[src/core/rtc_pkg.sv]
// Shared constants, types and helpers for the bus real-time clock.
// Assumes a single 100 MHz clock domain and a 32-bit Avalon-MM host.
package rtc_pkg;
    // Register indices; the byte address is four times the index
    localparam logic [4:0] IDX_HSEC = 5'h00;
    localparam logic [4:0] IDX_HOUR = 5'h01;
    localparam logic [4:0] IDX_WDAY = 5'h07;
    localparam logic [4:0] IDX_ALARM = 5'h08;
    localparam logic [4:0] IDX_ALARM_LAST = 5'h0E;
    localparam logic [4:0] IDX_STATUS = 5'h10;
    localparam logic [4:0] IDX_CMD = 5'h11;
    localparam logic [4:0] IDX_INTCTL = 5'h12;
    // Field positions
    localparam int HOUR_PM_BIT = 7;
    localparam int INT_ALARM_BIT = 6;
    localparam int INT_MUX_BIT = 7;
    localparam int N_PERIODIC = 6;
    // Reset values
    localparam logic [5:0] CMD_RESET = 6'h00;
    localparam logic [7:0] INTCTL_RESET = 8'h00;
    localparam logic [6:0] STATUS_RESET = 7'h00;
    localparam logic [7:0] DATE_RESET = 8'h01;
    localparam logic [7:0] MONTH_RESET = 8'h01;
    // Crystal rates and the counter tick rate in Hz
    localparam logic [22:0] XTAL_32K = 23'h008000;
    localparam logic [22:0] XTAL_1M = 23'h100000;
    localparam logic [22:0] XTAL_2M = 23'h200000;
    localparam logic [22:0] XTAL_4M = 23'h400000;
    localparam logic [22:0] TICK_HZ = 23'h000064;

    typedef struct packed {
        logic test;
        logic int_en;
        logic run;
        logic h24;
        logic [1:0] freq;
    } cmd_t;

    // Byte i of the struct is counter index i
    typedef struct packed {
        logic [7:0] wday;
        logic [7:0] year;
        logic [7:0] date;
        logic [7:0] month;
        logic [7:0] sec;
        logic [7:0] min;
        logic [7:0] hour;
        logic [7:0] hsec;
    } rtc_time_t;

    typedef enum logic {BUS_IDLE = 1'b0, BUS_DONE = 1'b1} bus_state_t;

    // Crystal frequency for a command register setting
    function automatic logic [22:0] xtal_hz(input logic [1:0] sel);
        case (sel)
            2'h0: return XTAL_32K;
            2'h1: return XTAL_1M;
            2'h2: return XTAL_2M;
            default: return XTAL_4M;
        endcase
    endfunction
endpackage

[src/core/rtc_bus_top.sv]
// Real-time clock with alarm and periodic interrupts on an Avalon-MM slave.
// Assumes one 100 MHz clock; osc_in and power_fail are asynchronous pins.
// Functional notes
// - Register data is eight bits wide.
// - Eight counters, each addressable for read/write.
// - Counters advance from divided crystal pulses.
// - Four crystal settings keep timebase correct.
// - Address latch strobe for multiplexed hosts.
// - Periodic interrupt at six selectable rates.
// - Host-loaded alarm storage feeds comparator.
// - Alarm fires when time equals alarm.
// - Status register names the interrupt source.
// - Power loss blocks bus, time keeps running.
// - Reading hundredths latches all counters.
// - Hours in 12- or 24-hour format.
// - Full calendar with leap-year correction.
// - Hundredths up to two-digit years.
// - Command register write-only at 11h.
`timescale 1ns/10ps
module rtc_bus_top (
    input wire logic clk,
    input wire logic reset,
    input wire logic [6:0] avs_address,
    input wire logic avs_read,
    input wire logic avs_write,
    input wire logic [31:0] avs_writedata,
    input wire logic [3:0] avs_byteenable,
    output logic [31:0] avs_readdata,
    output logic avs_waitrequest,
    input wire logic addr_latch,
    input wire logic osc_in,
    input wire logic power_fail,
    output logic irq,
    output logic irq_alarm
);
    import rtc_pkg::*;

    logic pf_s1, pf_s2;
    bus_state_t state, next_state;
    logic next_wait;
    logic [31:0] next_rdata;
    logic [4:0] latched_idx, next_latched, idx;
    logic req, prep, commit, wr_ok, rd_commit;
    logic [7:0] wd, rd_byte;
    cmd_t cmd, next_cmd;
    logic [7:0] intctl, next_intctl;
    logic [6:0][7:0] alarm, next_alarm;
    logic [6:0] status, next_status, set_bits, clr_bits;
    rtc_time_t now, snap, next_snap;
    logic [N_PERIODIC-1:0] carry;
    logic tick, cal_we, match, alarm_hit, next_irq;
    logic [7:0] cal_wdata;

    // Counter byte as the host sees it, honouring the hour format
    function automatic logic [7:0] shown(input rtc_time_t t, input logic [2:0] i,
                                         input logic h24);
        logic [7:0] h;
        h = t.hour;
        if (i == IDX_HOUR[2:0] && !h24) begin
            if (h == 8'h00) begin
                return 8'h8C & 8'h7F;
            end else if (h > 8'h0C) begin
                return (h - 8'h0C) | 8'h80;
            end else if (h == 8'h0C) begin
                return 8'h8C;
            end
            return h;
        end
        return t[{i, 3'h0} +: 8];
    endfunction

    // Host hour byte to internal 24-hour binary
    function automatic logic [7:0] to_h24(input logic [7:0] d, input logic h24);
        logic [7:0] base;
        base = {3'h0, d[4:0]};
        if (h24) begin
            return d;
        end
        if (base == 8'h0C) begin
            base = 8'h00;
        end
        return d[HOUR_PM_BIT] ? base + 8'h0C : base;
    endfunction

    // Power-fail pin synchroniser
    always_ff @(posedge clk or posedge reset) begin
        if (reset) begin
            pf_s1 <= 1'b0;
            pf_s2 <= 1'b0;
        end else begin
            pf_s1 <= power_fail;
            pf_s2 <= pf_s1;
        end
    end

    rtc_timebase u_timebase (
        .clk(clk),
        .reset(reset),
        .osc_in(osc_in),
        .run(cmd.run),
        .freq(cmd.freq),
        .tick(tick)
    );

    rtc_calendar u_calendar (
        .clk(clk),
        .reset(reset),
        .tick(tick),
        .we(cal_we),
        .widx(idx[2:0]),
        .wdata(cal_wdata),
        .now(now),
        .carry(carry)
    );

    // Access decode; the latched index serves multiplexed address/data hosts
    assign idx = intctl[INT_MUX_BIT] ? latched_idx : avs_address[6:2];
    assign req = avs_read | avs_write;
    assign prep = (state == BUS_IDLE) && req;
    assign commit = (state == BUS_DONE) && req;
    assign wd = avs_writedata[7:0];
    assign wr_ok = commit && avs_write && avs_byteenable[0] && !pf_s2;
    assign rd_commit = commit && avs_read && !pf_s2;
    assign cal_we = wr_ok && (idx <= IDX_WDAY);
    assign cal_wdata = (idx == IDX_HOUR) ? to_h24(wd, cmd.h24) : wd;

    // Read multiplexer; hundredths comes live, the other counters from the snapshot
    always_comb begin
        rd_byte = 8'h00;
        if (idx == IDX_HSEC) begin
            rd_byte = now.hsec;
        end else if (idx <= IDX_WDAY) begin
            rd_byte = shown(snap, idx[2:0], cmd.h24);
        end else if (idx <= IDX_ALARM_LAST) begin
            rd_byte = alarm[idx[2:0]];
        end else if (idx == IDX_STATUS) begin
            rd_byte = {|status, status};
        end else if (idx == IDX_INTCTL) begin
            rd_byte = intctl;
        end
        // Command register and unmapped indices read as zero
    end

    // Bus handshake: one wait cycle, then the access completes
    always_comb begin
        next_state = state;
        next_wait = avs_waitrequest;
        next_rdata = avs_readdata;
        case (state)
            BUS_IDLE: begin
                if (req) begin
                    next_state = BUS_DONE;
                    next_wait = 1'b0;
                    // No data driven while the supply is failing
                    next_rdata = (pf_s2 || !avs_read) ? 32'h0 : {24'h0, rd_byte};
                end
            end
            BUS_DONE: begin
                next_state = BUS_IDLE;
                next_wait = 1'b1;
            end
            default: begin
                next_state = BUS_IDLE;
                next_wait = 1'b1;
            end
        endcase
    end

    always_ff @(posedge clk or posedge reset) begin
        if (reset) begin
            state <= BUS_IDLE;
            avs_waitrequest <= 1'b1;
            avs_readdata <= 32'h0;
        end else begin
            state <= next_state;
            avs_waitrequest <= next_wait;
            avs_readdata <= next_rdata;
        end
    end

    // Host-written registers and the read snapshot
    always_comb begin
        next_cmd = cmd;
        next_intctl = intctl;
        next_alarm = alarm;
        next_snap = snap;
        next_latched = latched_idx;
        if (addr_latch) begin
            next_latched = avs_address[6:2];
        end
        if (prep && avs_read && !pf_s2 && idx == IDX_HSEC) begin
            next_snap = now;
        end
        if (wr_ok) begin
            if (idx == IDX_CMD) begin
                next_cmd = cmd_t'(wd[5:0]);
            end else if (idx == IDX_INTCTL) begin
                next_intctl = wd;
            end else if (idx >= IDX_ALARM && idx <= IDX_ALARM_LAST) begin
                next_alarm[idx[2:0]] = wd;
            end
        end
    end

    always_ff @(posedge clk or posedge reset) begin
        if (reset) begin
            cmd <= cmd_t'(CMD_RESET);
            intctl <= INTCTL_RESET;
            alarm <= '0;
            snap <= '0;
            latched_idx <= 5'h00;
        end else begin
            cmd <= next_cmd;
            intctl <= next_intctl;
            alarm <= next_alarm;
            snap <= next_snap;
            latched_idx <= next_latched;
        end
    end

    // Alarm comparator against the displayed form of the running time
    always_comb begin
        match = 1'b1;
        for (int i = 0; i < 7; i++) begin
            if (alarm[i] != shown(now, 3'(i), cmd.h24)) begin
                match = 1'b0;
            end
        end
    end
    // Only checked right after a step, so a held match fires once
    assign alarm_hit = carry[0] && match;

    // Sticky sources; a set in the clearing cycle survives the clear
    // Clearing only the bits the host was given keeps a late source from being lost
    always_comb begin
        set_bits = {alarm_hit & intctl[INT_ALARM_BIT], carry & intctl[N_PERIODIC-1:0]};
        clr_bits = (rd_commit && idx == IDX_STATUS) ? avs_readdata[6:0] : 7'h00;
        next_status = (status & ~clr_bits) | set_bits;
        next_irq = cmd.int_en && (|status);
    end

    always_ff @(posedge clk or posedge reset) begin
        if (reset) begin
            status <= STATUS_RESET;
            irq <= 1'b0;
            irq_alarm <= 1'b0;
        end else begin
            status <= next_status;
            irq <= next_irq;
            irq_alarm <= status[INT_ALARM_BIT];
        end
    end

    property p_wait_one;
        @(posedge clk) disable iff (reset) prep |=> !avs_waitrequest ##1 avs_waitrequest;
    endproperty
    a_wait_one: assert property (p_wait_one) else $error("access not answered in one cycle");

    property p_pf_read_zero;
        @(posedge clk) disable iff (reset) (prep && pf_s2) |=> avs_readdata == 32'h0;
    endproperty
    a_pf_read_zero: assert property (p_pf_read_zero) else $error("data driven in power fail");

    property p_pf_no_write;
        @(posedge clk) disable iff (reset)
            (commit && avs_write && pf_s2) |=> ($stable(cmd) && $stable(alarm) && $stable(intctl));
    endproperty
    a_pf_no_write: assert property (p_pf_no_write) else $error("write taken in power fail");

    property p_cmd_unreadable;
        @(posedge clk) disable iff (reset) (prep && idx == IDX_CMD) |=> avs_readdata == 32'h0;
    endproperty
    a_cmd_unreadable: assert property (p_cmd_unreadable) else $error("command register read");

    property p_snapshot;
        @(posedge clk) disable iff (reset)
            (prep && avs_read && !pf_s2 && idx == IDX_HSEC) |=> snap == $past(now);
    endproperty
    a_snapshot: assert property (p_snapshot) else $error("snapshot not taken");

    property p_alarm_flag;
        @(posedge clk) disable iff (reset)
            (carry[0] && match && intctl[INT_ALARM_BIT]) |=> status[INT_ALARM_BIT] ##1 irq_alarm;
    endproperty
    a_alarm_flag: assert property (p_alarm_flag) else $error("alarm not flagged");

    property p_irq_follows;
        @(posedge clk) disable iff (reset) (cmd.int_en && |status) |=> irq;
    endproperty
    a_irq_follows: assert property (p_irq_follows) else $error("interrupt not raised");

    property p_periodic;
        @(posedge clk) disable iff (reset) (carry[2] && intctl[2]) |=> status[2];
    endproperty
    a_periodic: assert property (p_periodic) else $error("periodic source lost");
endmodule

[src/core/rtc_timebase.sv]
// Hundredths-of-a-second tick generator from the crystal input.
// Assumes osc_in is asynchronous and well below half the system clock.
`timescale 1ns/10ps
module rtc_timebase (
    input wire logic clk,
    input wire logic reset,
    input wire logic osc_in,
    input wire logic run,
    input wire logic [1:0] freq,
    output logic tick
);
    import rtc_pkg::*;
    logic osc_s1, osc_s2, osc_s3;
    logic osc_rise;
    logic [22:0] acc, next_acc;
    logic next_tick;

    // Two-stage synchroniser plus one stage for edge detection
    always_ff @(posedge clk or posedge reset) begin
        if (reset) begin
            osc_s1 <= 1'b0;
            osc_s2 <= 1'b0;
            osc_s3 <= 1'b0;
        end else begin
            osc_s1 <= osc_in;
            osc_s2 <= osc_s1;
            osc_s3 <= osc_s2;
        end
    end
    assign osc_rise = osc_s2 & ~osc_s3;

    // Fractional divider: exact average rate, since 32768 is not a multiple of 100
    always_comb begin
        next_acc = acc;
        next_tick = 1'b0;
        // A stopped divider restarts from zero, else a residue from a faster setting bursts ticks
        if (!run) begin
            next_acc = '0;
        end else if (osc_rise) begin
            if (acc + TICK_HZ >= xtal_hz(freq)) begin
                next_acc = acc + TICK_HZ - xtal_hz(freq);
                next_tick = 1'b1;
            end else begin
                next_acc = acc + TICK_HZ;
            end
        end
    end

    always_ff @(posedge clk or posedge reset) begin
        if (reset) begin
            acc <= '0;
            tick <= 1'b0;
        end else begin
            acc <= next_acc;
            tick <= next_tick;
        end
    end

    property p_tick_cause;
        @(posedge clk) disable iff (reset) tick |-> $past(osc_rise && run);
    endproperty
    a_tick_cause: assert property (p_tick_cause) else $error("tick without crystal edge");
endmodule

[src/core/rtc_calendar.sv]
// Counter chain from hundredths to years with full calendar.
// Assumes writes arrive with hours already in 24-hour binary form.
`timescale 1ns/10ps
module rtc_calendar (
    input wire logic clk,
    input wire logic reset,
    input wire logic tick,
    input wire logic we,
    input wire logic [2:0] widx,
    input wire logic [7:0] wdata,
    output rtc_pkg::rtc_time_t now,
    output logic [rtc_pkg::N_PERIODIC-1:0] carry
);
    import rtc_pkg::*;
    rtc_time_t next_now;
    logic [N_PERIODIC-1:0] next_carry;

    // Month length with leap years every fourth year of the two-digit range
    function automatic logic [7:0] month_days(input logic [7:0] m, input logic [7:0] y);
        case (m)
            8'h02: return (y[1:0] == 2'h0) ? 8'h1D : 8'h1C;
            8'h04, 8'h06, 8'h09, 8'h0B: return 8'h1E;
            default: return 8'h1F;
        endcase
    endfunction

    // Ripple carries; carry bits mark 100 Hz, 10 Hz, s, min, h, day
    always_comb begin
        next_now = now;
        next_carry = '0;
        if (tick) begin
            next_carry[0] = 1'b1;
            next_now.hsec = now.hsec + 8'h01;
            if (now.hsec % 8'h0A == 8'h09) begin
                next_carry[1] = 1'b1;
            end
            if (now.hsec == 8'h63) begin
                next_now.hsec = 8'h00;
                next_carry[2] = 1'b1;
                next_now.sec = now.sec + 8'h01;
                if (now.sec == 8'h3B) begin
                    next_now.sec = 8'h00;
                    next_carry[3] = 1'b1;
                    next_now.min = now.min + 8'h01;
                    if (now.min == 8'h3B) begin
                        next_now.min = 8'h00;
                        next_carry[4] = 1'b1;
                        next_now.hour = now.hour + 8'h01;
                        if (now.hour == 8'h17) begin
                            next_now.hour = 8'h00;
                            next_carry[5] = 1'b1;
                            next_now.wday = (now.wday == 8'h06) ? 8'h00 : now.wday + 8'h01;
                            next_now.date = now.date + 8'h01;
                            if (now.date >= month_days(now.month, now.year)) begin
                                next_now.date = 8'h01;
                                next_now.month = now.month + 8'h01;
                                if (now.month == 8'h0C) begin
                                    next_now.month = 8'h01;
                                    next_now.year = (now.year == 8'h63) ? 8'h00
                                        : now.year + 8'h01;
                                end
                            end
                        end
                    end
                end
            end
        end
        // A host write to one counter overrides its own step
        if (we) begin
            next_now[{widx, 3'h0} +: 8] = wdata;
        end
    end

    always_ff @(posedge clk or posedge reset) begin
        if (reset) begin
            now <= '{wday: 8'h00, year: 8'h00, date: DATE_RESET, month: MONTH_RESET,
                     sec: 8'h00, min: 8'h00, hour: 8'h00, hsec: 8'h00};
            carry <= '0;
        end else begin
            now <= next_now;
            carry <= next_carry;
        end
    end

    property p_hsec_wrap;
        @(posedge clk) disable iff (reset)
            (tick && !we && now.hsec == 8'h63) |=> (now.hsec == 8'h00 && carry[2]);
    endproperty
    a_hsec_wrap: assert property (p_hsec_wrap) else $error("hundredths did not carry");
endmodule

[config.mk]
export PLATFORM = sky130hd
export DESIGN_NAME = rtc_bus_top
export DESIGN_NICKNAME = d
export VERILOG_FILES = /design/src/core/rtc_pkg.sv /design/src/core/rtc_bus_top.sv /design/src/core/rtc_timebase.sv /design/src/core/rtc_calendar.sv
export SDC_FILE = /design/constraint.sdc
export NUM_CORES = 1
export LEC_CHECK = 0
export BUFFER_PORTS_ARGS = -buffer_cell sky130_fd_sc_hd__buf_2
export CAP_MARGIN = 0
export CORE_AREA = 5 5 181 183
export DETAILED_ROUTE_END_ITERATION = 8
export DIE_AREA = 0 0 186 188
export PLACE_DENSITY = 0.68
export SKIP_LAST_GASP = 1
export SYNTH_ARGS = -nofsm -noshare
export SYNTH_HDL_FRONTEND = slang
export SYNTH_SLANG_ARGS = --single-unit
[constraint.sdc]
create_clock -name clk -period 9.4 [get_ports clk]
set_input_delay 1.88 -clock clk [delete_from_list [all_inputs] [get_ports clk]]
set_output_delay 1.88 -clock clk [all_outputs]
set_load 0.1 [all_outputs]
; Word level (Yosys, flattened, before mapping)
; Index checks and enable logic that the tools add are counted.
[word_totals]
register_bits = 280
input_bits = 50
out_inout_bits = 35
[op_classes]
addsub = 14
n_div = 1
order_cmp = 9
n_eq_ne = 32
n_shift = 3
n_mux = 94
n_bitwise = 11
n_reduce_logical = 32
[ops]
columns = operator, n
row1 = $mux W8, 34
row2 = $mux W64, 3
row3 = $mux W23, 8
row4 = $pmux W23 S3, 1
row5 = $add A8 B1 Y8 const B, 8
row6 = $bwmux W64, 1
row7 = $mux W32, 2
row8 = $shift A8 B8 Y64 const A, 1
row9 = $shiftx A64 B7 Y8, 1
row10 = $shiftx A8 B8 Y64, 1
row11 = $bwmux W56, 1
row12 = $mux W56, 1
row13 = $ne A8 B8 Y1, 7
row14 = $eq A8 B4 Y1 const B, 6
row15 = $mux W1, 29
row16 = $bmux W8 S3, 1
row17 = $demux W8 S3, 1
row18 = $eq A8 B3 Y1 const B, 3
row19 = $mux W24, 1
row20 = $add A23 B7 Y23 const B, 1
row21 = $ge A23 B23 Y1, 1
row22 = $sub A23 B23 Y23, 1
row23 = $logic_and A1 B1 Y1, 17
row24 = $eq A8 B6 Y1 const B, 2
row25 = other kinds (48), 64

; Depth between registers and ports, before layout
[depth]
ltp_word = 17
mapped_depth = 16
mapped_depth_nobuf = 16

; Hierarchy
; Synthesis repeated with hierarchy kept, for this count alone.
[unflattened]
hier_cells = 1630
hier_area_um2 = 15596.2
[modules_own_cells]
columns = module, n_inst, cells_each, area_each_um2, seq_area_each_um2
row1 = rtc_bus_top, 1, 823, 8911.0, 3854.9
row2 = rtc_calendar, 1, 575, 4725.8, 1754.2
row3 = rtc_timebase, 1, 232, 1959.4, 625.6

; Least setup slack after synthesis
; No wires, ideal clock.
[synth_timing]
path_type = input -> register
start = in avs_address[2]
end = reg, netlist name u_calendar.now[18]
setup_time_ns = 0.083
t_arrival_ns = 4.729
setup_slack_ns = 4.588
stages = 13
n_path_buf = 4
path_cell_list = mux2i_1 -> inv_1 -> clkbuf_1 -> clkbuf_1 -> clkbuf_1 -> ha_1 -> nor3b_2 -> nand2_1 -> clkbuf_1 -> o21ai_1 -> a22oi_1 -> or3_1 -> o21ai_0
[synth_rtl]
columns = element, line_no
row1 = start: declaration, rtc_bus_top.sv:23  ; input wire logic [6:0] avs_address,

==> results.py <==
metrics = {
    "clock_tree": {
        "cts.htree.levels": 1,
        "clkSinkCount": 254,
        "clock_buffers_created_by_tritoncts": 29,
        "cts_setup_buffers": 0,
        "cts_hold_buf": 0,
        "worst_setup_hold_path_clk_slew_ps": 70,
        "max-clock-path-buffers": 3,
        "cts_root_buffer": "clkbuf_16",
        "cts_tree": "done",
        "total_of_cells_resized_after_clock_tree_synthesis": 0,
        "worstSkewPairLatency_ps": 560,
    },
    "routing": {
        "finalWirelength_um": 46300,
        "drt_pass1_iterations": 5,
        "drc": 0,
        "detail_route.vias_per_cell": 6.32,
        "route.detailed.wl_per_inst_um": 23.5,
        "antenna_violating_nets_post_route": 0,
        "drt_iter0_drc": 1419,
        "num_vias": 12500,
    },
    "synthesis": {
        "postSynthCellCount": 1568,
        "post_synth.cell_area_avg_um2": 9.55,
        "postSynthRegisterBits": 254,
        "synthesis.yosys.warnings": 0,
        "postSynth.asyncResetShare": 1.00,
        "synth_seq_area_share": 0.425,
        "synth-edff-count": 0,
        "yosys.cell_types.count": 84,
        "synth_area_mm2": 0.0150,
        "synth_flop_cell": "dfrtp_1",
    },
    "hold_path": {
        "hp-start": "u_timebase.osc_s1",
        "holdCritPathClass": "flop to flop",
        "min_delay_worst_endpoint": "u_timebase.osc_s2",
        "holdPathStages": 0,
    },
    "critical_path": {
        "end_kind": "flop",
        "cp_data_arrival_time_ps": 5870,
        "worst_path_fanout_max": 45,
        "worst-setup-path-type": "input port to flop",
        "worst_setup_path_start_kind": "input port",
        "worst_ep_required_time_ps": 9850,
        "timing.rr.start": "intctl[7]",
        "reg2reg_to": "u_calendar.now[12]",
        "worst-r2r-cell-count": 9,
        "r2r_setup_slack_ps": 4460,
    },
    "sta": {
        "finalWorstSetupSlack_ps": 3980,
        "final_period_minus_worst_setup_slack_ps": 5420,
        "rsz0062_at_grt": "no",
        "tns_ps": 0,
        "finalHoldWorstSlack_ps": 352,
        "fmaxAchievable_mhz": 184,
        "finalHoldViolCount": 0,
        "tightestPinTransition_ps": 1170,
        "setup_viol": 0,
        "clock_skew_ps": 13.6,
        "maxSlewViolCount": 0,
        "period_share": 0.577,
        "timing.slew.headroom": 0.221,
    },
    "power_and_ir_drop": {
        "cellInternalPower_w": 0.00198,
        "clkPwrFrac": 0.436,
        "switching_share": 0.282,
        "comb_power_share": 0.129,
        "vdd_ir_drop_max_uv": 135,
        "power_per_cell_area_mw_per_mm2": 169,
        "power.share.sequential": 0.435,
        "netSwitchingPower_w": 0.000781,
        "p_leak_nw": 7.27,
    },
    "cells_and_area": {
        "multiInputGateArea_mm2": 0.00807,
        "layout.cells.most_common_list": "251 x dfrtp_1, 158 x nand2_1, 136 x mux2_2",
        "nFillCells": 2742,
        "layout-area-overhead-vs-synth_pct": 9.07,
        "final_common_cell": "dfrtp_1",
        "antenna-diode-count": 0,
        "layout_cells_sized_above_1": 0.164,
        "num-nets-final": 1636,
        "seqCellArea_mm2": 0.00636,
    },
    "grt": {
        "grt_pass1_wl_um": 70900,
        "grt_max_degree": 131,
        "grt_pass1_vias": 11700,
        "initial_antenna_violation_count": 2,
        "grt.overflow.total": 0,
        "grt_use_total": 0.260,
    },
    "floorplan": {
        "die_y_um": 188,
        "std_cell_rows": 65,
        "die_width_um": 186,
        "io-pin-count": 85,
        "start_util": 0.482,
        "dieArea_mm2": 0.0350,
        "floorplan.core_area_mm2": 0.0311,
    },
    "placed_design": {
        "place_hpwl_um": 32200,
        "gp_congestion": 0.966,
        "place.port_buffers": 31,
        "pre_cts_slack_ps": 3560,
    },
    "run_status": {
        "status": "complete, no violations",
    },
    "run": {
        "maxCapViolations": 0,
    },
}
through the flow:
step | util | std cells | area (um2) | power (W)
after global placement | 0.493 | 1920 | 15300 | 0.00156
after global routing | 0.526 | 1972 | 16300 | 0.00285
final | 0.526 | 1972 | 16300 | 0.00277
after CTS | 0.526 | 1972 | 16300 | 0.00277
after detailed placement | 0.493 | 1920 | 15300 | 0.00157
after floorplan | - | 1591 | 15100 | 0.00147
area by class of cell:
class,instances,area share
flip-flops and latches,254,0.390
multi-input cells,1186,0.494
repair buffers,42,0.0146
clock inverters,10,0.00981
clock buffers,42,0.0523
well taps,402,0.0308
inverters,36,0.00874
worst max-delay path: stages:
cell      delay, ps
buf_2           120
mux2i_4         120
buf_4           520
ha_1            510
nor3b_2         600
nand2_1         580
nor3b_1         400
xor2_1          180
nand2b_1        510
o31ai_1         430
power groups by stage:
stage,registers (W),logic (W),clock network (W)
floorplan,0.00122,0.000244,0
global route,0.00121,0.000382,0.00126
detailed placement,0.00122,0.000350,0
CTS,0.00120,0.000352,0.00122
global placement,0.00122,0.000346,0
finish,0.00120,0.000357,0.00121
logic make-up after synthesis:
| family | count (synthesis) | synth area share |
|---|---|---|
| and+or+nand+nor | 524 | 0.176 |
| AOI/OAI and AO/OA | 337 | 0.144 |
| DFF | 254 | 0.425 |
| muxes | 155 | 0.115 |
| buffers and inverters | 151 | 0.0452 |
| xor gates and xnor gates | 109 | 0.0638 |
| adders and majority gates | 37 | 0.0309 |
| other | 1 | 0.000251 |
routing by layer:
layer | share of wire | vias to the layer above | track usage
li1 | - | 5610 | -
met1 | 0.42 | 6091 | 0.370
met2 | 0.44 | 625 | 0.393
met3 | 0.088 | 127 | 0.0456
met4 | 0.049 | 4 | 0.108
met5 | 0.00073 | - | 0
worst max path at each step:
stage	from	endpoint	slack, ps	cells past startpoint
floorplan	reset	alarm[0]	540	1
global placement	avs_address[3]	u_calendar.now[28]	3650	10
detailed placement	avs_address[3]	u_calendar.now[12]	3560	10
CTS	avs_address[3]	u_calendar.now[12]	4120	10
global route	avs_address[3]	u_calendar.now[12]	3870	10
finish	avs_address[3]	u_calendar.now[12]	3980	10
state kept, by name, indices dropped and copies added (netlist names), 5 cells and up:
register / flops
snap: 64
u_calendar.now: 64
alarm: 56
u_timebase.acc: 21
avs_readdata: 8
intctl: 8
status: 7
u_calendar.carry: 6
cmd: 5
latched_idx: 5
cells in the mapped netlist, types with 32 or more instances:
cell type	n	area [um2]
a21oi_1	77	385
clkbuf_1	79	297
dfrtp_1	251	6280
ha_1	37	463
inv_1	32	120
mux2_2	136	1530
nand2_1	158	593
nand3_1	68	340
nand4_1	34	213
nor2_1	85	319
nor3_1	38	190
o21ai_0	75	375
o22ai_1	39	244
xnor2_1	42	368
xor2_1	67	587
Power figures use the tool's default switching activity.
